## src/pkg/uabs_defs.svh

```systemverilog
// Offsets, field positions, reset values and timing counts
// Assumes byte addresses on an 8-bit register port, 32-bit words.
`ifndef UABS_DEFS_SVH
`define UABS_DEFS_SVH

`define UABS_ADDR_W 8
`define UABS_OFF_ABORT_REQ 8'h60
`define UABS_OFF_ABORT_DONE 8'h64
`define UABS_OFF_HALT_ARM 8'h68
`define UABS_OFF_RETRY 8'h6c
`define UABS_OFF_FLAGS 8'h70
`define UABS_OFF_ROUTE 8'h74
`define UABS_OFF_PWR 8'h78
`define UABS_OFF_IRQ_STAT 8'h90
`define UABS_OFF_IRQ_MASK 8'h94
`define UABS_OFF_ENG_CTRL 8'h98

`define UABS_RETRY_FS_LSB 16
`define UABS_RETRY_LS_LSB 0
`define UABS_RETRY_W 10
`define UABS_RETRY_RST 32'h0010_0010
`define UABS_ROUTE_RST 4'h0
`define UABS_PWR_RST 6'h00

`define UABS_PWR_DRV_VAL 0
`define UABS_PWR_DRV_EN 1
`define UABS_PWR_SNS_VAL 2
`define UABS_PWR_SNS_EN 3
`define UABS_PWR_OC_VAL 4
`define UABS_PWR_OC_EN 5

`define UABS_ENG_NAK_EN 0
`define UABS_ENG_STALL_EN 1

`define UABS_IRQ_ABORT 0
`define UABS_IRQ_FLAG 1
`define UABS_IRQ_RETRY 2
`define UABS_IRQ_W 3

`define UABS_US_NS 1000
`define UABS_CLK_NS 20
`define UABS_US_CYCLES (`UABS_US_NS / `UABS_CLK_NS)

`endif

```

## src/pkg/uabs_pkg.sv

```systemverilog
// Types shared by the endpoint abort, halt and power control block
// Assumes the protocol engine runs on the same clock as this block.
package uabs_pkg;

    // Per endpoint-direction events from the protocol engine, plus one SETUP received bit
    typedef struct packed {
        logic [31:0] idle;
        logic [31:0] nak_sent;
        logic [31:0] stall_sent;
        logic setup_rcvd;
    } uabs_ev_s;

    // Routing choice, bit 3 down to bit 0
    typedef struct packed {
        logic soft_connect;
        logic route_to_pads;
        logic route_to_external_transceiver;
        logic route_to_internal_transceiver;
    } uabs_route_s;

    // Power signals after override selection
    typedef struct packed {
        logic bus_power_drive;
        logic bus_power_sense;
        logic overcurrent;
    } uabs_pwr_s;

    typedef enum logic [0:0] {RETRY_IDLE, RETRY_WAIT} uabs_retry_e;

endpackage : uabs_pkg

```

## src/hw/uabs_ctrl.sv

```systemverilog
// Endpoint abort, control endpoint halt arm, NAK retry wait, halt/NAK flags,
// routing select and power overrides, with a plain register port.
// Assumes engine events and host_mode_i come from logic on clk_sys_i.
//
// Our own choice: strobed register access.
`timescale 1ns/1ps
`include "uabs_defs.svh"

// What this block does
// - An endpoint with its abort requested that goes idle sets its abort-complete bit.
// - Abort completion works only in device mode, paired with the abort request bits.
// - In device mode, while an abort request bit is set, that endpoint is NAKed and its buffers ignored.
// - A SETUP packet received in device mode clears both control endpoint halt arm bits.
// - In host mode a NAK makes the controller wait the programmed microseconds to retry.
// - The full-speed wait is a 10-bit field at bits 25:16 resetting to 0x010.
// - The low-speed wait is a 10-bit field at bits 9:0 resetting to sixteen.
// - In device mode a NAK or halt sets the endpoint flag only if its report enable is on.
// - Endpoint zero takes its enables from engine control, others from their own control.
// - The routing register picks internal, external, pads and soft connect in bits 0-3.
// - A set power override enable replaces the pin signal or the drive request with the register value.
module uabs_ctrl #(
    parameter int US_CYCLES = `UABS_US_CYCLES
) (
    input wire logic clk_sys_i,
    input wire logic reset_n_i,
    input wire logic [`UABS_ADDR_W-1:0] reg_addr_i,
    input wire logic [31:0] reg_wdata_i,
    input wire logic reg_wr_i,
    input wire logic reg_rd_i,
    output logic [31:0] reg_rdata_o,
    input wire logic host_mode_i,
    input wire uabs_pkg::uabs_ev_s engine_ev_i,
    input wire logic [15:0] ep_nak_report_en_i,
    input wire logic [15:0] ep_stall_report_en_i,
    input wire logic host_nak_rcvd_i,
    input wire logic host_full_speed_i,
    input wire logic bus_power_drive_req_i,
    input wire logic bus_power_sense_pin_i,
    input wire logic overcurrent_pin_i,
    output logic [31:0] ep_force_nak_o,
    output logic [1:0] halt_arm_o,
    output logic retry_busy_o,
    output logic retry_go_o,
    output uabs_pkg::uabs_route_s route_o,
    output uabs_pkg::uabs_pwr_s pwr_o,
    output logic irq_o
);
    import uabs_pkg::*;

    // Prescaler counts must fit the 16-bit counter; refused at elaboration
    if (US_CYCLES < 1 || US_CYCLES > 65536) begin : g_bad_us_cycles
        $error("US_CYCLES out of range");
    end

    localparam logic [15:0] PRE_LOAD = 16'(US_CYCLES - 1);

    // Register state
    logic [31:0] abort_req_reg, abort_req_next;
    logic [31:0] abort_done_reg, abort_done_next;
    logic [1:0] halt_arm_reg, halt_arm_next;
    logic [9:0] wait_fs_reg, wait_fs_next;
    logic [9:0] wait_ls_reg, wait_ls_next;
    logic [31:0] flags_reg, flags_next;
    logic [3:0] route_reg, route_next;
    logic [5:0] pwr_ovr_reg, pwr_ovr_next;
    logic [1:0] eng_ctrl_reg, eng_ctrl_next;
    logic [`UABS_IRQ_W-1:0] irq_stat_reg, irq_stat_next;
    logic [`UABS_IRQ_W-1:0] irq_mask_reg, irq_mask_next;
    logic [31:0] rdata_reg, rdata_next;
    logic [31:0] force_nak_reg, force_nak_next;

    // Retry timer state
    uabs_retry_e retry_state_reg, retry_state_next;
    logic [9:0] us_left_reg, us_left_next;
    logic [15:0] pre_reg, pre_next;
    logic retry_go_reg, retry_go_next;

    // Pin synchronisers and power outputs
    logic [1:0] pin_meta_reg;
    logic [1:0] pin_sync_reg;
    uabs_pwr_s pwr_reg, pwr_next;

    logic wr_abort_req, wr_abort_done, wr_arm, wr_retry, wr_flags;
    logic wr_route, wr_pwr, wr_stat, wr_mask, wr_eng;
    logic device_mode;
    logic [31:0] nak_en_vec, stall_en_vec;
    logic [31:0] abort_set, flag_set;
    logic [9:0] wait_sel;

    assign device_mode = ~host_mode_i;

    // Write decode, one strobe per register
    assign wr_abort_req = reg_wr_i && (reg_addr_i == `UABS_OFF_ABORT_REQ);
    assign wr_abort_done = reg_wr_i && (reg_addr_i == `UABS_OFF_ABORT_DONE);
    assign wr_arm = reg_wr_i && (reg_addr_i == `UABS_OFF_HALT_ARM);
    assign wr_retry = reg_wr_i && (reg_addr_i == `UABS_OFF_RETRY);
    assign wr_flags = reg_wr_i && (reg_addr_i == `UABS_OFF_FLAGS);
    assign wr_route = reg_wr_i && (reg_addr_i == `UABS_OFF_ROUTE);
    assign wr_pwr = reg_wr_i && (reg_addr_i == `UABS_OFF_PWR);
    assign wr_stat = reg_wr_i && (reg_addr_i == `UABS_OFF_IRQ_STAT);
    assign wr_mask = reg_wr_i && (reg_addr_i == `UABS_OFF_IRQ_MASK);
    assign wr_eng = reg_wr_i && (reg_addr_i == `UABS_OFF_ENG_CTRL);

    // Report enables spread to both directions of each endpoint
    generate
        for (genvar n = 0; n < 16; n++) begin : g_en
            if (n == 0) begin : g_zero
                assign nak_en_vec[1:0] = {2{eng_ctrl_reg[`UABS_ENG_NAK_EN]}};
                assign stall_en_vec[1:0] = {2{eng_ctrl_reg[`UABS_ENG_STALL_EN]}};
            end else begin : g_other
                assign nak_en_vec[2*n+1:2*n] = {2{ep_nak_report_en_i[n]}};
                assign stall_en_vec[2*n+1:2*n] = {2{ep_stall_report_en_i[n]}};
            end
        end
    endgenerate

    // Hardware set terms, device mode only
    assign abort_set = device_mode ? (abort_req_reg & engine_ev_i.idle) : 32'h0000_0000;
    assign flag_set = device_mode ?
        ((engine_ev_i.nak_sent & nak_en_vec) | (engine_ev_i.stall_sent & stall_en_vec)) :
        32'h0000_0000;

    assign wait_sel = host_full_speed_i ? wait_fs_reg : wait_ls_reg;

    // Software registers, flags and interrupt status next values
    always_comb begin
        abort_req_next = wr_abort_req ? reg_wdata_i : abort_req_reg;
        // Set wins over a clear arriving in the same cycle
        abort_done_next = (abort_done_reg & ~(wr_abort_done ? reg_wdata_i : 32'h0000_0000))
            | abort_set;
        flags_next = (flags_reg & ~(wr_flags ? reg_wdata_i : 32'h0000_0000))
            | flag_set;
        halt_arm_next = wr_arm ? reg_wdata_i[1:0] : halt_arm_reg;
        // A SETUP packet outranks a write in the same cycle
        if (device_mode && engine_ev_i.setup_rcvd) begin
            halt_arm_next = 2'h0;
        end
        wait_fs_next = wait_fs_reg;
        wait_ls_next = wait_ls_reg;
        if (wr_retry) begin
            wait_fs_next = reg_wdata_i[`UABS_RETRY_FS_LSB +: `UABS_RETRY_W];
            wait_ls_next = reg_wdata_i[`UABS_RETRY_LS_LSB +: `UABS_RETRY_W];
        end
        route_next = wr_route ? reg_wdata_i[3:0] : route_reg;
        pwr_ovr_next = wr_pwr ? reg_wdata_i[5:0] : pwr_ovr_reg;
        eng_ctrl_next = wr_eng ? reg_wdata_i[1:0] : eng_ctrl_reg;
        irq_mask_next = wr_mask ? reg_wdata_i[`UABS_IRQ_W-1:0] : irq_mask_reg;
        irq_stat_next = irq_stat_reg & ~(wr_stat ? reg_wdata_i[`UABS_IRQ_W-1:0] : 3'h0);
        // Events are fresh bits only, so a held idle does not refire
        if (|(abort_set & ~abort_done_reg)) begin
            irq_stat_next[`UABS_IRQ_ABORT] = 1'b1;
        end
        if (|(flag_set & ~flags_reg)) begin
            irq_stat_next[`UABS_IRQ_FLAG] = 1'b1;
        end
        if (retry_go_next) begin
            irq_stat_next[`UABS_IRQ_RETRY] = 1'b1;
        end
        // Engine sees the forced NAK mask one cycle after the write
        force_nak_next = device_mode ? abort_req_next : 32'h0000_0000;
    end

    // Read mux; data stands only in the cycle after the strobe
    always_comb begin
        rdata_next = 32'h0000_0000;
        if (reg_rd_i) begin
            case (reg_addr_i)
                `UABS_OFF_ABORT_REQ: rdata_next = abort_req_reg;
                `UABS_OFF_ABORT_DONE: rdata_next = abort_done_reg;
                `UABS_OFF_HALT_ARM: rdata_next = {30'h0000_0000, halt_arm_reg};
                `UABS_OFF_RETRY: rdata_next = {6'h00, wait_fs_reg, 6'h00, wait_ls_reg};
                `UABS_OFF_FLAGS: rdata_next = flags_reg;
                `UABS_OFF_ROUTE: rdata_next = {28'h000_0000, route_reg};
                `UABS_OFF_PWR: rdata_next = {26'h000_0000, pwr_ovr_reg};
                `UABS_OFF_IRQ_STAT: rdata_next = {29'h0000_0000, irq_stat_reg};
                `UABS_OFF_IRQ_MASK: rdata_next = {29'h0000_0000, irq_mask_reg};
                `UABS_OFF_ENG_CTRL: rdata_next = {30'h0000_0000, eng_ctrl_reg};
                default: rdata_next = 32'h0000_0000;
            endcase
        end
    end

    // Register file state
    always_ff @(posedge clk_sys_i or negedge reset_n_i) begin
        if (!reset_n_i) begin
            abort_req_reg <= 32'h0000_0000;
            abort_done_reg <= 32'h0000_0000;
            halt_arm_reg <= 2'h0;
            wait_fs_reg <= 10'(`UABS_RETRY_RST >> `UABS_RETRY_FS_LSB);
            wait_ls_reg <= 10'(`UABS_RETRY_RST);
            flags_reg <= 32'h0000_0000;
            route_reg <= `UABS_ROUTE_RST;
            pwr_ovr_reg <= `UABS_PWR_RST;
            eng_ctrl_reg <= 2'h0;
            irq_stat_reg <= 3'h0;
            irq_mask_reg <= 3'h0;
            rdata_reg <= 32'h0000_0000;
            force_nak_reg <= 32'h0000_0000;
        end else begin
            abort_req_reg <= abort_req_next;
            abort_done_reg <= abort_done_next;
            halt_arm_reg <= halt_arm_next;
            wait_fs_reg <= wait_fs_next;
            wait_ls_reg <= wait_ls_next;
            flags_reg <= flags_next;
            route_reg <= route_next;
            pwr_ovr_reg <= pwr_ovr_next;
            eng_ctrl_reg <= eng_ctrl_next;
            irq_stat_reg <= irq_stat_next;
            irq_mask_reg <= irq_mask_next;
            rdata_reg <= rdata_next;
            force_nak_reg <= force_nak_next;
        end
    end

    // Retry wait: microsecond prescaler and microsecond count
    always_comb begin
        retry_state_next = retry_state_reg;
        us_left_next = us_left_reg;
        pre_next = pre_reg;
        retry_go_next = 1'b0;
        case (retry_state_reg)
            RETRY_IDLE: begin
                if (host_mode_i && host_nak_rcvd_i) begin
                    retry_state_next = RETRY_WAIT;
                    us_left_next = wait_sel;
                    pre_next = PRE_LOAD;
                end
            end
            RETRY_WAIT: begin
                if (!host_mode_i) begin
                    // Leaving host mode drops a pending retry
                    retry_state_next = RETRY_IDLE;
                end else if (host_nak_rcvd_i) begin
                    us_left_next = wait_sel;
                    pre_next = PRE_LOAD;
                end else if (us_left_reg == 10'h000) begin
                    retry_state_next = RETRY_IDLE;
                    retry_go_next = 1'b1;
                end else if (pre_reg == 16'h0000) begin
                    pre_next = PRE_LOAD;
                    us_left_next = us_left_reg - 10'h001;
                end else begin
                    pre_next = pre_reg - 16'h0001;
                end
            end
            default: retry_state_next = RETRY_IDLE;
        endcase
    end

    always_ff @(posedge clk_sys_i or negedge reset_n_i) begin
        if (!reset_n_i) begin
            retry_state_reg <= RETRY_IDLE;
            us_left_reg <= 10'h000;
            pre_reg <= 16'h0000;
            retry_go_reg <= 1'b0;
        end else begin
            retry_state_reg <= retry_state_next;
            us_left_reg <= us_left_next;
            pre_reg <= pre_next;
            retry_go_reg <= retry_go_next;
        end
    end

    // Power selection: override value replaces the drive request or the synced pin level
    always_comb begin
        pwr_next.bus_power_drive = pwr_ovr_reg[`UABS_PWR_DRV_EN] ?
            pwr_ovr_reg[`UABS_PWR_DRV_VAL] : bus_power_drive_req_i;
        pwr_next.bus_power_sense = pwr_ovr_reg[`UABS_PWR_SNS_EN] ?
            pwr_ovr_reg[`UABS_PWR_SNS_VAL] : pin_sync_reg[0];
        pwr_next.overcurrent = pwr_ovr_reg[`UABS_PWR_OC_EN] ?
            pwr_ovr_reg[`UABS_PWR_OC_VAL] : pin_sync_reg[1];
    end

    // Two-stage synchroniser for the pin inputs, then the output stage
    always_ff @(posedge clk_sys_i or negedge reset_n_i) begin
        if (!reset_n_i) begin
            pin_meta_reg <= 2'h0;
            pin_sync_reg <= 2'h0;
            pwr_reg <= 3'h0;
        end else begin
            pin_meta_reg <= {overcurrent_pin_i, bus_power_sense_pin_i};
            pin_sync_reg <= pin_meta_reg;
            pwr_reg <= pwr_next;
        end
    end

    // Outputs straight from flip-flops, apart from the level interrupt
    assign reg_rdata_o = rdata_reg;
    assign ep_force_nak_o = force_nak_reg;
    assign halt_arm_o = halt_arm_reg;
    assign retry_busy_o = (retry_state_reg == RETRY_WAIT);
    assign retry_go_o = retry_go_reg;
    assign route_o = route_reg;
    assign pwr_o = pwr_reg;
    assign irq_o = |(irq_stat_reg & irq_mask_reg);

endmodule : uabs_ctrl

```

## config.mk

```make
export PLATFORM = sky130hd
export DESIGN_NAME = uabs_ctrl
export DESIGN_NICKNAME = d
export VERILOG_FILES = /design/src/pkg/uabs_pkg.sv /design/src/hw/uabs_ctrl.sv
export VERILOG_INCLUDE_DIRS = /design/src /design/src/pkg
export SDC_FILE = /design/constraint.sdc
export NUM_CORES = 1
export LEC_CHECK = 0
export BUFFER_PORTS_ARGS = -buffer_cell sky130_fd_sc_hd__clkbuf_2
export CAP_MARGIN = 40
export CORE_UTILIZATION = 28
export DETAILED_ROUTE_END_ITERATION = 12
export PLACE_DENSITY = 0.52
export SYNTH_ARGS = -nofsm -noshare
export SYNTH_HDL_FRONTEND = slang
export SYNTH_SLANG_ARGS = --single-unit
```

## constraint.sdc

```tcl
create_clock -name clk_sys_i -period 2.5 [get_ports clk_sys_i]
set_input_delay 0.125 -clock clk_sys_i [delete_from_list [all_inputs] [get_ports clk_sys_i]]
set_output_delay 0.125 -clock clk_sys_i [all_outputs]
set_load 0.005 [all_outputs]
```

; ---- After elaboration in Yosys (flattened, before gate mapping)
; Index checks and enable logic that the tools add are counted.
[op_classes]
n_reduce_logical = 20
n_lt_le_gt_ge = 0
n_bitwise = 19
n_shift = 0
div_mod_pow = 0
multipliers = 0
mux = 39
n_eq_ne = 14
add_sub_neg = 2
[op_table]
columns = operator, count
row1 = one-hot mux 32 bit (10 select lines), 1
row2 = bitwise AND 32 bit, 7
row3 = two-way mux 32 bit, 7
row4 = NOT 32 bit, 4
row5 = bitwise OR 32 bit, 3
row6 = two-way mux 16 bit, 5
row7 = OR reduction 32 bit, 2
row8 = two-way mux 10 bit, 6
row9 = "equality test 8 x 7 -> 1 bit, second input constant", 7
row10 = one-hot mux 16 bit (2 select lines), 1
row11 = "equality test 8 bit, second input constant", 3
row12 = one-hot mux 10 bit (2 select lines), 1
row13 = logical NOT 16 bit, 1
row14 = "subtractor 16 x 1 -> 16 bit, second input constant", 1
row15 = two-way mux 1 bit, 14
row16 = logical AND 1 bit, 12
row17 = logical NOT 10 bit, 1
row18 = "subtractor 10 x 1 -> 10 bit, second input constant", 1
row19 = bitwise AND 3 bit, 2
row20 = two-way mux 2 bit, 2
row21 = "!= test 2 bit, second input constant", 2
row22 = AND reduction 4 bit, 1
row23 = two-way mux 3 bit, 1
row24 = "!= test 3 x 2 -> 1 bit, second input constant", 1
row25 = 7 further kinds, 8
[word_totals]
mem_bits_rw = 0
input_bits = 179
latchBits = 0
word_cells = 116
mem_count = 0
register_bits = 235
out_inout_bits = 76
romBits = 0

; ---- Logic depth before layout (Yosys ltp)
; Gate-level depths: netlist (run 1).
[logic_depth]
ltp_word = 6
mapped_depth = 8
depth_no_buf = 8

; ---- Worst setup path before layout (run 1)
; Ideal clock, no wire load.
[synth_path]
path_kind = reg-to-reg
startpoint = register pre_reg[0]
endpoint = register pre_reg[9]
arrival_ns = 2.153
path_stages_with_launch = 8
setup_ns = 0.128
slack_ns = 0.218
t_required_ns = 2.372
n_path_buf = 0
synth_period_minus_slack_ns = 2.282
path_cell_list = dfrtp_1 -> inv_1 -> ha_1 -> or3b_2 -> or4_4 -> o2111a_1 -> a31oi_1 -> a31oi_1
[synth_via]
elab_chain_len = 6
elab_cells_between_ends = 7
classes_between = 1 x add/sub / 5 x mux / 1 x reduce/logical
[synth_lines]
columns = item, line
row1 = "start, declared", uabs_ctrl.sv:75  ; logic [15:0] pre_reg, pre_next;
row2 = "start signal, assigned", uabs_ctrl.sv:260  ; pre_reg <= pre_next;
row3 = subtractor 16 x 1 -> 16 bit / logical NOT 16 bit (equally long branches), "uabs_ctrl.sv:244, uabs_ctrl.sv:240"
row4 = two-way mux 16 bit (*), uabs_ctrl.sv:240  ; end else if (pre_reg == 16'h0000) begin
row5 = two-way mux 16 bit (*), uabs_ctrl.sv:237  ; end else if (us_left_reg == 10'h000) begin
row6 = two-way mux 16 bit (*), uabs_ctrl.sv:234  ; end else if (host_nak_rcvd_i) begin
row7 = two-way mux 16 bit (*), uabs_ctrl.sv:231  ; if (!host_mode_i) begin
row8 = one-hot mux 16 bit (2 select lines) (*), uabs_ctrl.sv:222  ; case (retry_state_reg)
; Every way passes the cells marked *; elsewhere a longest branch is shown, timed or not. The select of a mux whose other input is x is not followed.
; A chain may end at the register's enable or synchronous reset.

; ---- Worst setup path in the final report (run 1)
[layout_path]
startpoint = register pre_reg[1]
endpoint = register pre_reg[13]
; The elaborated chain is that of the path after synthesis.

==> summary.txt, run 1 <==
Outcome
  – Outcome: finished, final reports clean

STA
  – Worst-Margin Slew: 0.680 ns
  – Worst slew margin: 54.3%
  – Fin. Hold Viols: 0
  – Final setup fails: 0
  – RSZ-0062 raised after global routing: no
  – PnR worst setup slack: 0.199 ns
  – Final worst-path cycle share: 92.0%
  – Worst hold slack: 0.00219 ns
  – Fmax: 435 MHz
  – Clk_skew: 0.0214 ns
  – Minimum clock period: 2.30 ns
  – Max-slew violation count: 0
  – Setup_tns: 0 ns

Floorplanning
  – Initial Util: 28.5%
  – Core area: 37700 µm²
  – Core Rows: 71
  – Die width: 198 µm
  – DIE AREA: 39100 µm²
  – Die Ht: 198 µm
  – Top Ports: 255

Worst setup path
  – Crit path kind: reg -> reg
  – Worst stage delay on the critical path: 0.55 ns
  – R2R Setup Slk: 0.20 ns
  – Crit path launch: pre_reg[1]
  – Critical Path AT: 2.72 ns
  – Reg-to-reg startpoint: pre_reg[1]
  – Critical Path RT: 2.92 ns
  – Worst reg2reg path depth: 7
  – FF-to-FF End: pre_reg[13]
  – Slowest-stage cell, CP: or4_4
  – Critical Path End Type: flop
  – Startpoint Class: flop
  – Crit-path cells: inv_1 > ha_1 > or3b_4 > or4_4 > o2111ai_4 > nor3_1 > a22o_1
  – Critical Path End: pre_reg[13]
  – Critical-path maximum fanout: 7

Layout
  – Layout cells sized above 1: 33.1%
  – Syn-to-layout area delta: 40.1%
  – Fillers: 3779
  – Final-stage net count: 1547
  – Commonest non-fill, non-tap cell in the layout: clkbuf_2
  – Most frequent cells in the layout: clkbuf_2, dfrtp_1, dlygate4sd3_1

Synthesis
  – Number of flops mapped to enable cells by yosys: 0
  – Post-Syn Nets: 1166
  – Top FF cell, synth: dfrtp_1
  – Synth cell types: 71
  – Register area share after synthesis: 54.8%
  – Syn avg cell area: 10.9 µm²
  – Seq cells post-synth: 235
  – Ys async rst share: 100%
  – Ys Warns: 0
  – Cell count after synthesis: 984
  – Cell Area, Synth: 10700 µm²

Global routing
  – Most Crowded Layer GR: met2
  – Total GRT Usage: 20.2%
  – Largest net degree at the start of global routing: 76
  – First-pass GRT wire length: 59700 µm
  – Vias in the first global route: 9730
  – Met3 Track Usage GR: 2.86%
  – Global Route met2 Usage: 33.5%
  – Initial antenna violation count: 1
  – Met1 usage in global routing: 26.9%
  – Overflow after GRT: 0

Pwr
  – Leak: 6.90 nW
  – Power Density: 673 nW/µm²
  – VDD IR-drop max: 0.341 mV

Routing
  – Wire per inst: 20.9 µm
  – DRT iter0 DRCs: 712
  – DR vias: 9703
  – Drt first pass iters: 6
  – DRC: 0
  – Avg Vias per Cell: 5.11
  – Routed Antenna Nets: 0
  – Drt total wl: 39700 µm

Clocking
  – CTS max path bufs: 3
  – Root Driver: clkbuf_16
  – Clock transition at the registers of the reported paths: 0.07 ns
  – CTS tree: done
  – Clk sink count: 235
  – TritonCTS buffer count: 26
  – Setup Fix Bufs, Post-CTS: 0
  – H-tree depth: 1
  – Skew-Pair Late Insertion Delay: 0.55 ns

Hold path
  – Class of the tightest hold or removal check: in -> reg

Job
  – Max_cap viols: 0

Placement
  – Count of input and output buffers: 252
  – Dpl ws: 0.0345 ns
  – Dpl hpwl: 27800 µm
  – RePlAce Congestion: 0.850
[Yosys cell counts, drive strengths merged, types with 5 or more instances]
master   instances  area (µm²)
dfrtp          233        5830
nand2          118         445
a22oi           84         631
mux2            74         833
a21oi           53         265
clkbuf          46         173
o21ai           46         234
nor3            41         205
and2            35         219
nand3           28         140
a21bo           25         250
nor2            24        92.6
o2bb2ai         16         140
nor4            14        93.8
a31oi           13        81.3
o22ai           12        75.1
buf             11        60.1
nand3b           9        67.6
or4              9        78.8
inv              8        30.0
mux2i            8        80.1
a32o             6        60.1
o31ai            6        58.8
or3              5        31.3
[logic make-up after synthesis]
logic type,Yosys count,share of synthesized area (%)
multiplexers,82,8.51
adder cells (fa/ha/maj),3,0.350
AND/OR/NAND/NOR,311,14.9
AO/OA/AOI/OAI,287,18.9
buffers and inverters,66,2.48
flip-flops,235,54.8
[per-layer routing]
layer  vias up  routed length, µm
met2       349              19400
met1      4843              17100
li1       4426                  -
met4         0               1220
met5         -                  0
met3        85               2010
[power breakdown]
part	leakage, nW	total [mW]	internal, mW	switching [mW]
registers	3.01	4.38	4.09	0.287
logic	3.40	1.26	0.675	0.587
clock network	0.484	4.46	2.80	1.66
[metrics by stage]
stage / power (mW) / utilization (%) / cell area [µm²] / instances
floorplan: 4.91 / - / 10700 / 984
global placement: 5.47 / 34.1 / 12800 / 1730
detailed placement: 5.49 / 34.1 / 12800 / 1730
CTS: 10.2 / 39.9 / 15000 / 1896
global route: 10.5 / 39.9 / 15000 / 1897
finish: 10.1 / 39.9 / 15000 / 1897
[critical path, delay by kind of cell (launching register included)]
family,cells,cell delay (ns)
compound gates,2,0.49
buf+inv,1,0.06
simple gates,3,1.06
flops,1,0.41
fa+ha+maj,1,0.17
[repair_timing]
| action | CTS | global route |
|---|---|---|
| endpoints found under the setup margin | 0 | 5 |
| hold buffers | 118 | 0 |
| hold endpoints to repair | 193 | 0 |
| resized for setup | 0 | 3 |
[worst min-delay path by stage]
stage | startpoint | to | slack, ns | depth (start not counted)
after floorplan | reset_n_i | abort_done_reg[0] | -0.17 | 0
after global placement | reset_n_i | ep_force_nak_o[28] | 0.17 | 1
after detailed placement | reset_n_i | ep_force_nak_o[28] | 0.18 | 1
after CTS | engine_ev_i[24] | flags_reg[23] | 0.002 | 3
after global routing | engine_ev_i[89] | abort_done_reg[24] | 0.01 | 3
final | engine_ev_i[3] | flags_reg[2] | 0.002 | 3
[final cells by class]
class	instances	area (µm²)	area share, %
antenna	1	2.50	0.0167
clock buffer	29	682	4.54
clock inverter	19	318	2.11
inverter	9	33.8	0.225
multi-input combinational	683	4610	30.6
sequential	235	5880	39.1
tap	511	639	4.25
timing repair buffer	410	2870	19.1
Note: power is estimated with default switching activity, not from simulation.
==> run 2, diff against run 1 <==
==> constraint.sdc (replaced) <==
create_clock -name clk_sys_i -period 2.7 [get_ports clk_sys_i]
set_input_delay 0.135 -clock clk_sys_i [delete_from_list [all_inputs] [get_ports clk_sys_i]]
set_output_delay 0.135 -clock clk_sys_i [all_outputs]
set_load 0.005 [all_outputs]
==> summary.txt, run 2 (synthesis gave the netlist of run 1 again) <==
STA
  – Fin. Hold Viols: 0 (unchanged)
  – Fmax: 404 MHz (-7.0%)
  – Clk_skew: 0.0172 ns (-0.00413 ns)
  – Worst-Margin Slew: 0.648 ns (-0.0316 ns)
  – RSZ-0062 raised after global routing: no
  – Minimum clock period: 2.47 ns (+0.174 ns)
  – Final setup fails: 0 (unchanged)
  – Worst slew margin: 56.2% (+1.9 points)
  – Max-slew violation count: 0 (unchanged)
  – PnR worst setup slack: 0.225 ns (+0.0258 ns)
  – Final worst-path cycle share: 91.7% (-0.36 points)
  – Setup_tns: 0 ns (unchanged)

Routing
  – Met2 wire length: 19300 µm (-0.59%)
  – Met3 WL: 2330 µm (+16%)
  – Drt total wl: 40000 µm (+0.64%)
  – DRT iter0 DRCs: 684 (-3.9%)
  – DRC: 0 (unchanged)
  – Drt first pass iters: 7 (+1)
  – Avg Vias per Cell: 5.18 (+1.3%)
  – Routed Antenna Nets: 0 (unchanged)
  – Wire per inst: 21.1 µm (+1.0%)
  – Wl on met1: 17000 µm (-0.16%)
  – Uppermost layer routed: met4
  – DR vias: 9790 (+0.90%)

Clocking
  – CTS tree: done
  – Skew-Pair Late Insertion Delay: 0.55 ns (about the same)
  – CTS max path bufs: 3 (unchanged)
  – Clk sink count: 235 (unchanged)
  – Root Driver: clkbuf_16
  – Setup Fix Bufs, Post-CTS: 0 (unchanged)
  – TritonCTS buffer count: 27 (+3.8%)
  – H-tree depth: 1 (unchanged)
  – Clock transition at the registers of the reported paths: 0.06 ns (about the same)

Floorplanning
  – Core area: 37700 µm² (unchanged)
  – Initial Util: 28.5% (unchanged)
  – Die width: 198 µm (unchanged)
  – Die Ht: 198 µm (unchanged)
  – DIE AREA: 39100 µm² (unchanged)
  – Top Ports: 255 (unchanged)
  – Core Rows: 71 (unchanged)

Global routing
  – Vias in the first global route: 9815 (+0.87%)
  – Largest net degree at the start of global routing: 73 (-3.9%)
  – Total GRT Usage: 20.4% (+0.18 points)
  – Initial antenna violation count: 0 (-1)
  – Overflow after GRT: 0 (unchanged)
  – First-pass GRT wire length: 60000 µm (+0.58%)

Pwr
  – Leak: 6.85 nW (-0.65%)
  – Power Density: 624 nW/µm² (-7.1%)
  – Int Pwr: 7.00 mW (-7.6%)
  – Sw Ratio: 24.8% (-0.32 points)
  – Switch Pwr: 2.31 mW (-9.1%)
  – Share of power burned in combinational logic: 12.4% (about the same)
  – Clock power share: 43.9% (-0.3 points)
  – VDD IR-drop max: 0.354 mV (+3.7%)
  – Flop pwr share: 43.6% (+0.2 points)

Layout
  – Final-stage net count: 1540 (-0.45%)
  – Commonest non-fill, non-tap cell in the layout: clkbuf_2
  – Antenna cells: 0 (-1)
  – Most frequent cells in the layout: clkbuf_2, dfrtp_1, nand2_1, dlygate4sd3_1, a22oi_1
  – Layout cells sized above 1: 32.4% (-0.73 points)
  – Fillers: 3779 (unchanged)
  – Syn-to-layout area delta: 38.9%

Placement
  – RePlAce Congestion: 0.835 (-1.7%)
  – Count of input and output buffers: 252 (unchanged)
  – Dpl ws: 0.223 ns (+0.189 ns)
  – Dpl hpwl: 27400 µm (-1.3%)

Hold path
  – Hold path cells: 3 (unchanged)
  – Class of the tightest hold or removal check: in -> reg

Worst setup path
  – Critical Path RT: 3.11 ns (+0.19 ns)
  – Worst reg2reg path depth: 7 (unchanged)
  – Critical-path maximum fanout: 7 (unchanged)
  – Critical Path End Type: flop
  – Crit path kind: reg -> reg
  – Critical Path AT: 2.89 ns (+0.17 ns)
  – Startpoint Class: flop

Job
  – Max_cap viols: 0 (unchanged)

Outcome
  – Outcome: finished, final reports clean
==> run 2: what timing repair did <==
item,in CTS,in global routing
hold buffers,117,0
resized for setup,0,0
hold endpoints to repair,190,0
==> run 2: area by class of cell <==
cell class                      count  area, µm²  share of cell area, %
Sequential cell                   235       5880                   39.5
Inverter                            9       33.8                  0.227
Multi-Input combinational cell    683       4590                   30.8
Tap cell                          511        639                   4.29
Timing Repair Buffer              402       2770                   18.6
Clock buffer                       37        743                   4.99
Clock inverter                     13        244                   1.64
==> run 2: worst max-delay path, cell delays in order, from the launching register on <==
cell and delay, ns:
dfrtp_1 0.41, inv_1 0.07, ha_1 0.17, or3b_2 0.52
or4_4 0.55, o2111ai_2 0.37, or3_1 0.18, nand3_1 0.07
==> run 2: layer usage <==
metal / vias to the layer above / global-route usage [%]
met5: - / 0
met3: 82 / 3.07
li1: 4425 / -
met2: 372 / 34.0
met4: 0 / 6.66
met1: 4911 / 27.1
==> run 2: worst paths after layout <==
path	startpoint	endpoint	slack [ns]
worst max-delay path	pre_reg[0]	pre_reg[11]	0.23
worst min-delay path	engine_ev_i[34]	flags_reg[1]	0.008
worst max register to register	pre_reg[0]	pre_reg[11]	0.23
worst min register to register	pin_meta_reg[1]	pin_sync_reg[1]	0.35
max in group asynchronous	reset_n_i	pin_meta_reg[1]	1.66
min in group asynchronous	reset_n_i	ep_force_nak_o[29]	0.15
==> run 2: power groups by stage <==
stage,combinational (mW),sequential (mW),clock (mW)
final,1.16,4.06,4.09
after global routing,1.27,4.09,4.33
after CTS,1.16,4.05,4.17
after detailed placement,0.952,4.11,0
after global placement,0.937,4.10,0
after floorplan,0.523,4.02,0
==> run 2: metrics by stage <==
stage | hold slack (ns) | cell area (µm²) | cells | utilization [%] | power [mW]
floorplan | -0.161 | 10700 | 984 | - | 4.54
global placement | 0.143 | 12700 | 1723 | 33.8 | 5.04
detailed placement | 0.149 | 12700 | 1723 | 33.8 | 5.07
CTS | 0.000224 | 14900 | 1890 | 39.6 | 9.38
global route | 0.0123 | 14900 | 1890 | 39.6 | 9.69
finish | 0.00806 | 14900 | 1890 | 39.6 | 9.30
==> run 3, diff against run 2 <==
--- a/config.mk
+++ b/config.mk
@@ -7,10 +7,10 @@
 export NUM_CORES = 1
 export LEC_CHECK = 0
 export BUFFER_PORTS_ARGS = -buffer_cell sky130_fd_sc_hd__clkbuf_2
-export CAP_MARGIN = 40
+export CAP_MARGIN = 20
 export CORE_UTILIZATION = 28
 export DETAILED_ROUTE_END_ITERATION = 12
-export PLACE_DENSITY = 0.52
+export PLACE_DENSITY_LB_ADDON = 0.1
 export SYNTH_ARGS = -nofsm -noshare
 export SYNTH_HDL_FRONTEND = slang
 export SYNTH_SLANG_ARGS = --single-unit
==> summary.txt, run 3 (synthesis gave the netlist of run 1 again) <==
Worst setup path
  – Critical Path AT: 2.89 ns (about the same)
  – Critical Path RT: 3.10 ns (about the same)
  – Critical Path End Type: flop
  – Crit path kind: reg -> reg
  – Critical-path maximum fanout: 6 (-1)
  – Startpoint Class: flop

Hold path
  – Class of the tightest hold or removal check: in -> reg

STA
  – Setup_tns: 0 ns (unchanged)
  – Worst-Margin Slew: 0.667 ns (+0.0184 ns)
  – Worst hold slack: 0.00599 ns (-0.00207 ns)
  – Clk_skew: 0.0128 ns (-0.00444 ns)
  – RSZ-0062 raised after global routing: no
  – Fin. Hold Viols: 0 (unchanged)
  – Max-slew violation count: 0 (unchanged)
  – Final worst-path cycle share: 92.2% (+0.54 points)
  – Worst slew margin: 55.0% (-1.2 points)
  – Minimum clock period: 2.49 ns (+0.0145 ns)
  – Final setup fails: 0 (unchanged)
  – PnR worst setup slack: 0.211 ns (-0.0145 ns)
  – Fmax: 402 MHz (-0.58%)

Clocking
  – TritonCTS buffer count: 28 (+3.7%)
  – Setup Fix Bufs, Post-CTS: 0 (unchanged)
  – CTS max path bufs: 3 (unchanged)
  – Root Driver: clkbuf_16
  – Clk sink count: 235 (unchanged)
  – H-tree depth: 1 (unchanged)
  – CTS tree: done
  – Clock transition at the registers of the reported paths: 0.06 ns (about the same)
  – Skew-Pair Late Insertion Delay: 0.55 ns (about the same)

Routing
  – DRC: 0 (unchanged)
  – Avg Vias per Cell: 5.03 (-2.8%)
  – Routed Antenna Nets: 0 (unchanged)
  – Drt first pass iters: 5 (-2)
  – DRT iter0 DRCs: 547 (-20%)
  – Drt total wl: 41700 µm (+4.3%)
  – DR vias: 9582 (-2.1%)
  – Wire per inst: 21.9 µm (+3.6%)

Placement
  – RePlAce Congestion: 0.806 (-3.6%)
  – Dpl ws: 0.213 ns (-0.0106 ns)
  – Dpl hpwl: 28900 µm (+5.4%)
  – Count of input and output buffers: 252 (unchanged)

Global routing
  – Vias in the first global route: 9722 (-0.95%)
  – Total GRT Usage: 21.2% (+0.83 points)
  – Largest net degree at the start of global routing: 72 (-1.4%)
  – Overflow after GRT: 0 (unchanged)
  – Initial antenna violation count: 0 (unchanged)
  – First-pass GRT wire length: 62100 µm (+3.4%)

Pwr
  – VDD IR-drop max: 0.509 mV (+44%)
  – Power Density: 627 nW/µm² (+0.38%)
  – Leak: 6.91 nW (+0.91%)
  – Final Total Pwr: 9.45 mW (+1.6%)

Floorplanning
  – Die Ht: 198 µm (unchanged)
  – Die width: 198 µm (unchanged)
  – Core area: 37700 µm² (unchanged)
  – Top Ports: 255 (unchanged)
  – Core Rows: 71 (unchanged)
  – DIE AREA: 39100 µm² (unchanged)
  – Initial Util: 28.5% (unchanged)

Layout
  – Final core utilization: 40.0% (+0.47 points)
  – Commonest non-fill, non-tap cell in the layout: clkbuf_2
  – Antenna cells: 0 (unchanged)
  – Most frequent cells in the layout: clkbuf_2, dfrtp_1, dlygate4sd3_1
  – Syn-to-layout area delta: 40.5%
  – Final-stage net count: 1553 (+0.84%)
  – Layout cells sized above 1: 32.8% (+0.39 points)

Job
  – Max_cap viols: 0 (unchanged)

Outcome
  – Outcome: finished, final reports clean
==> run 3: cell types whose count changed in the layout (fill, tap and decap cells not counted), sizes merged <==
cell,change
clkinv,+1
clkinvlp,+4
bufinv,-1
buf,+4
clkbuf,-2
dlygate4sd3,+8
==> run 3: path summary, 6_finish.rpt <==
check | start | end | slack, ns | cells past startpoint
setup / recovery | pre_reg[0] | pre_reg[9] | 0.21 | 7
hold / removal | reg_wdata_i[3] | flags_reg[3] | 0.006 | 3
setup reg to reg | pre_reg[0] | pre_reg[9] | 0.21 | 7
hold reg to reg | pin_meta_reg[1] | pin_sync_reg[1] | 0.35 | 0
max in group asynchronous | reset_n_i | ep_force_nak_o[29] | 1.80 | 3
min in group asynchronous | reset_n_i | reg_rdata_o[0] | 0.15 | 2
==> run 3: per-stage QoR <==
step	cell area (µm²)	instances
4_1_cts	15100	1904
3_3_place_gp	12800	1727
3_5_place_dp	12800	1727
6_report	15100	1904
2_1_floorplan	10700	984
5_1_grt	15100	1904
==> run 3: layer usage <==
metal | up-vias | global-route usage [%] | wire, µm | part of all wire (%)
li1 | 4452 | - | - | -
met5 | - | 0 | 0 | 0
met3 | 46 | 2.40 | 1680 | 4.0
met2 | 255 | 35.6 | 20300 | 49
met1 | 4829 | 29.5 | 19000 | 46
met4 | 0 | 4.42 | 695 | 1.7
==> run 3: final cells by class <==
class | count | area, µm²
Clock buffer | 35 | 778
Tap cell | 511 | 639
Sequential cell | 235 | 5880
Inverter | 9 | 33.8
Fill cell | 3845 | 22600
Clock inverter | 17 | 249
Timing Repair Buffer | 414 | 2900
Multi-Input combinational cell | 683 | 4590
==> run 3: where the power goes <==
group | switching (mW) | internal, mW | total [mW]
Combinational | 0.544 | 0.634 | 1.18
Sequential | 0.268 | 3.79 | 4.06
Clock | 1.60 | 2.61 | 4.21
Total | 2.41 | 7.04 | 9.45
==> run 3: timing repair <==
| item | in CTS | in global routing |
|---|---|---|
| endpoints found under the hold margin | 184 | 0 |
| resized for setup | 0 | 0 |
| hold buffers | 125 | 0 |
==> run 3: worst max-delay path, cell delays in order, from the launching register on <==
cell and delay, ns:
dfrtp_1 0.41, inv_1 0.07, ha_1 0.16, or3b_2 0.53
or4_4 0.55, o2111a_1 0.35, a31oi_1 0.20, a31oi_1 0.06
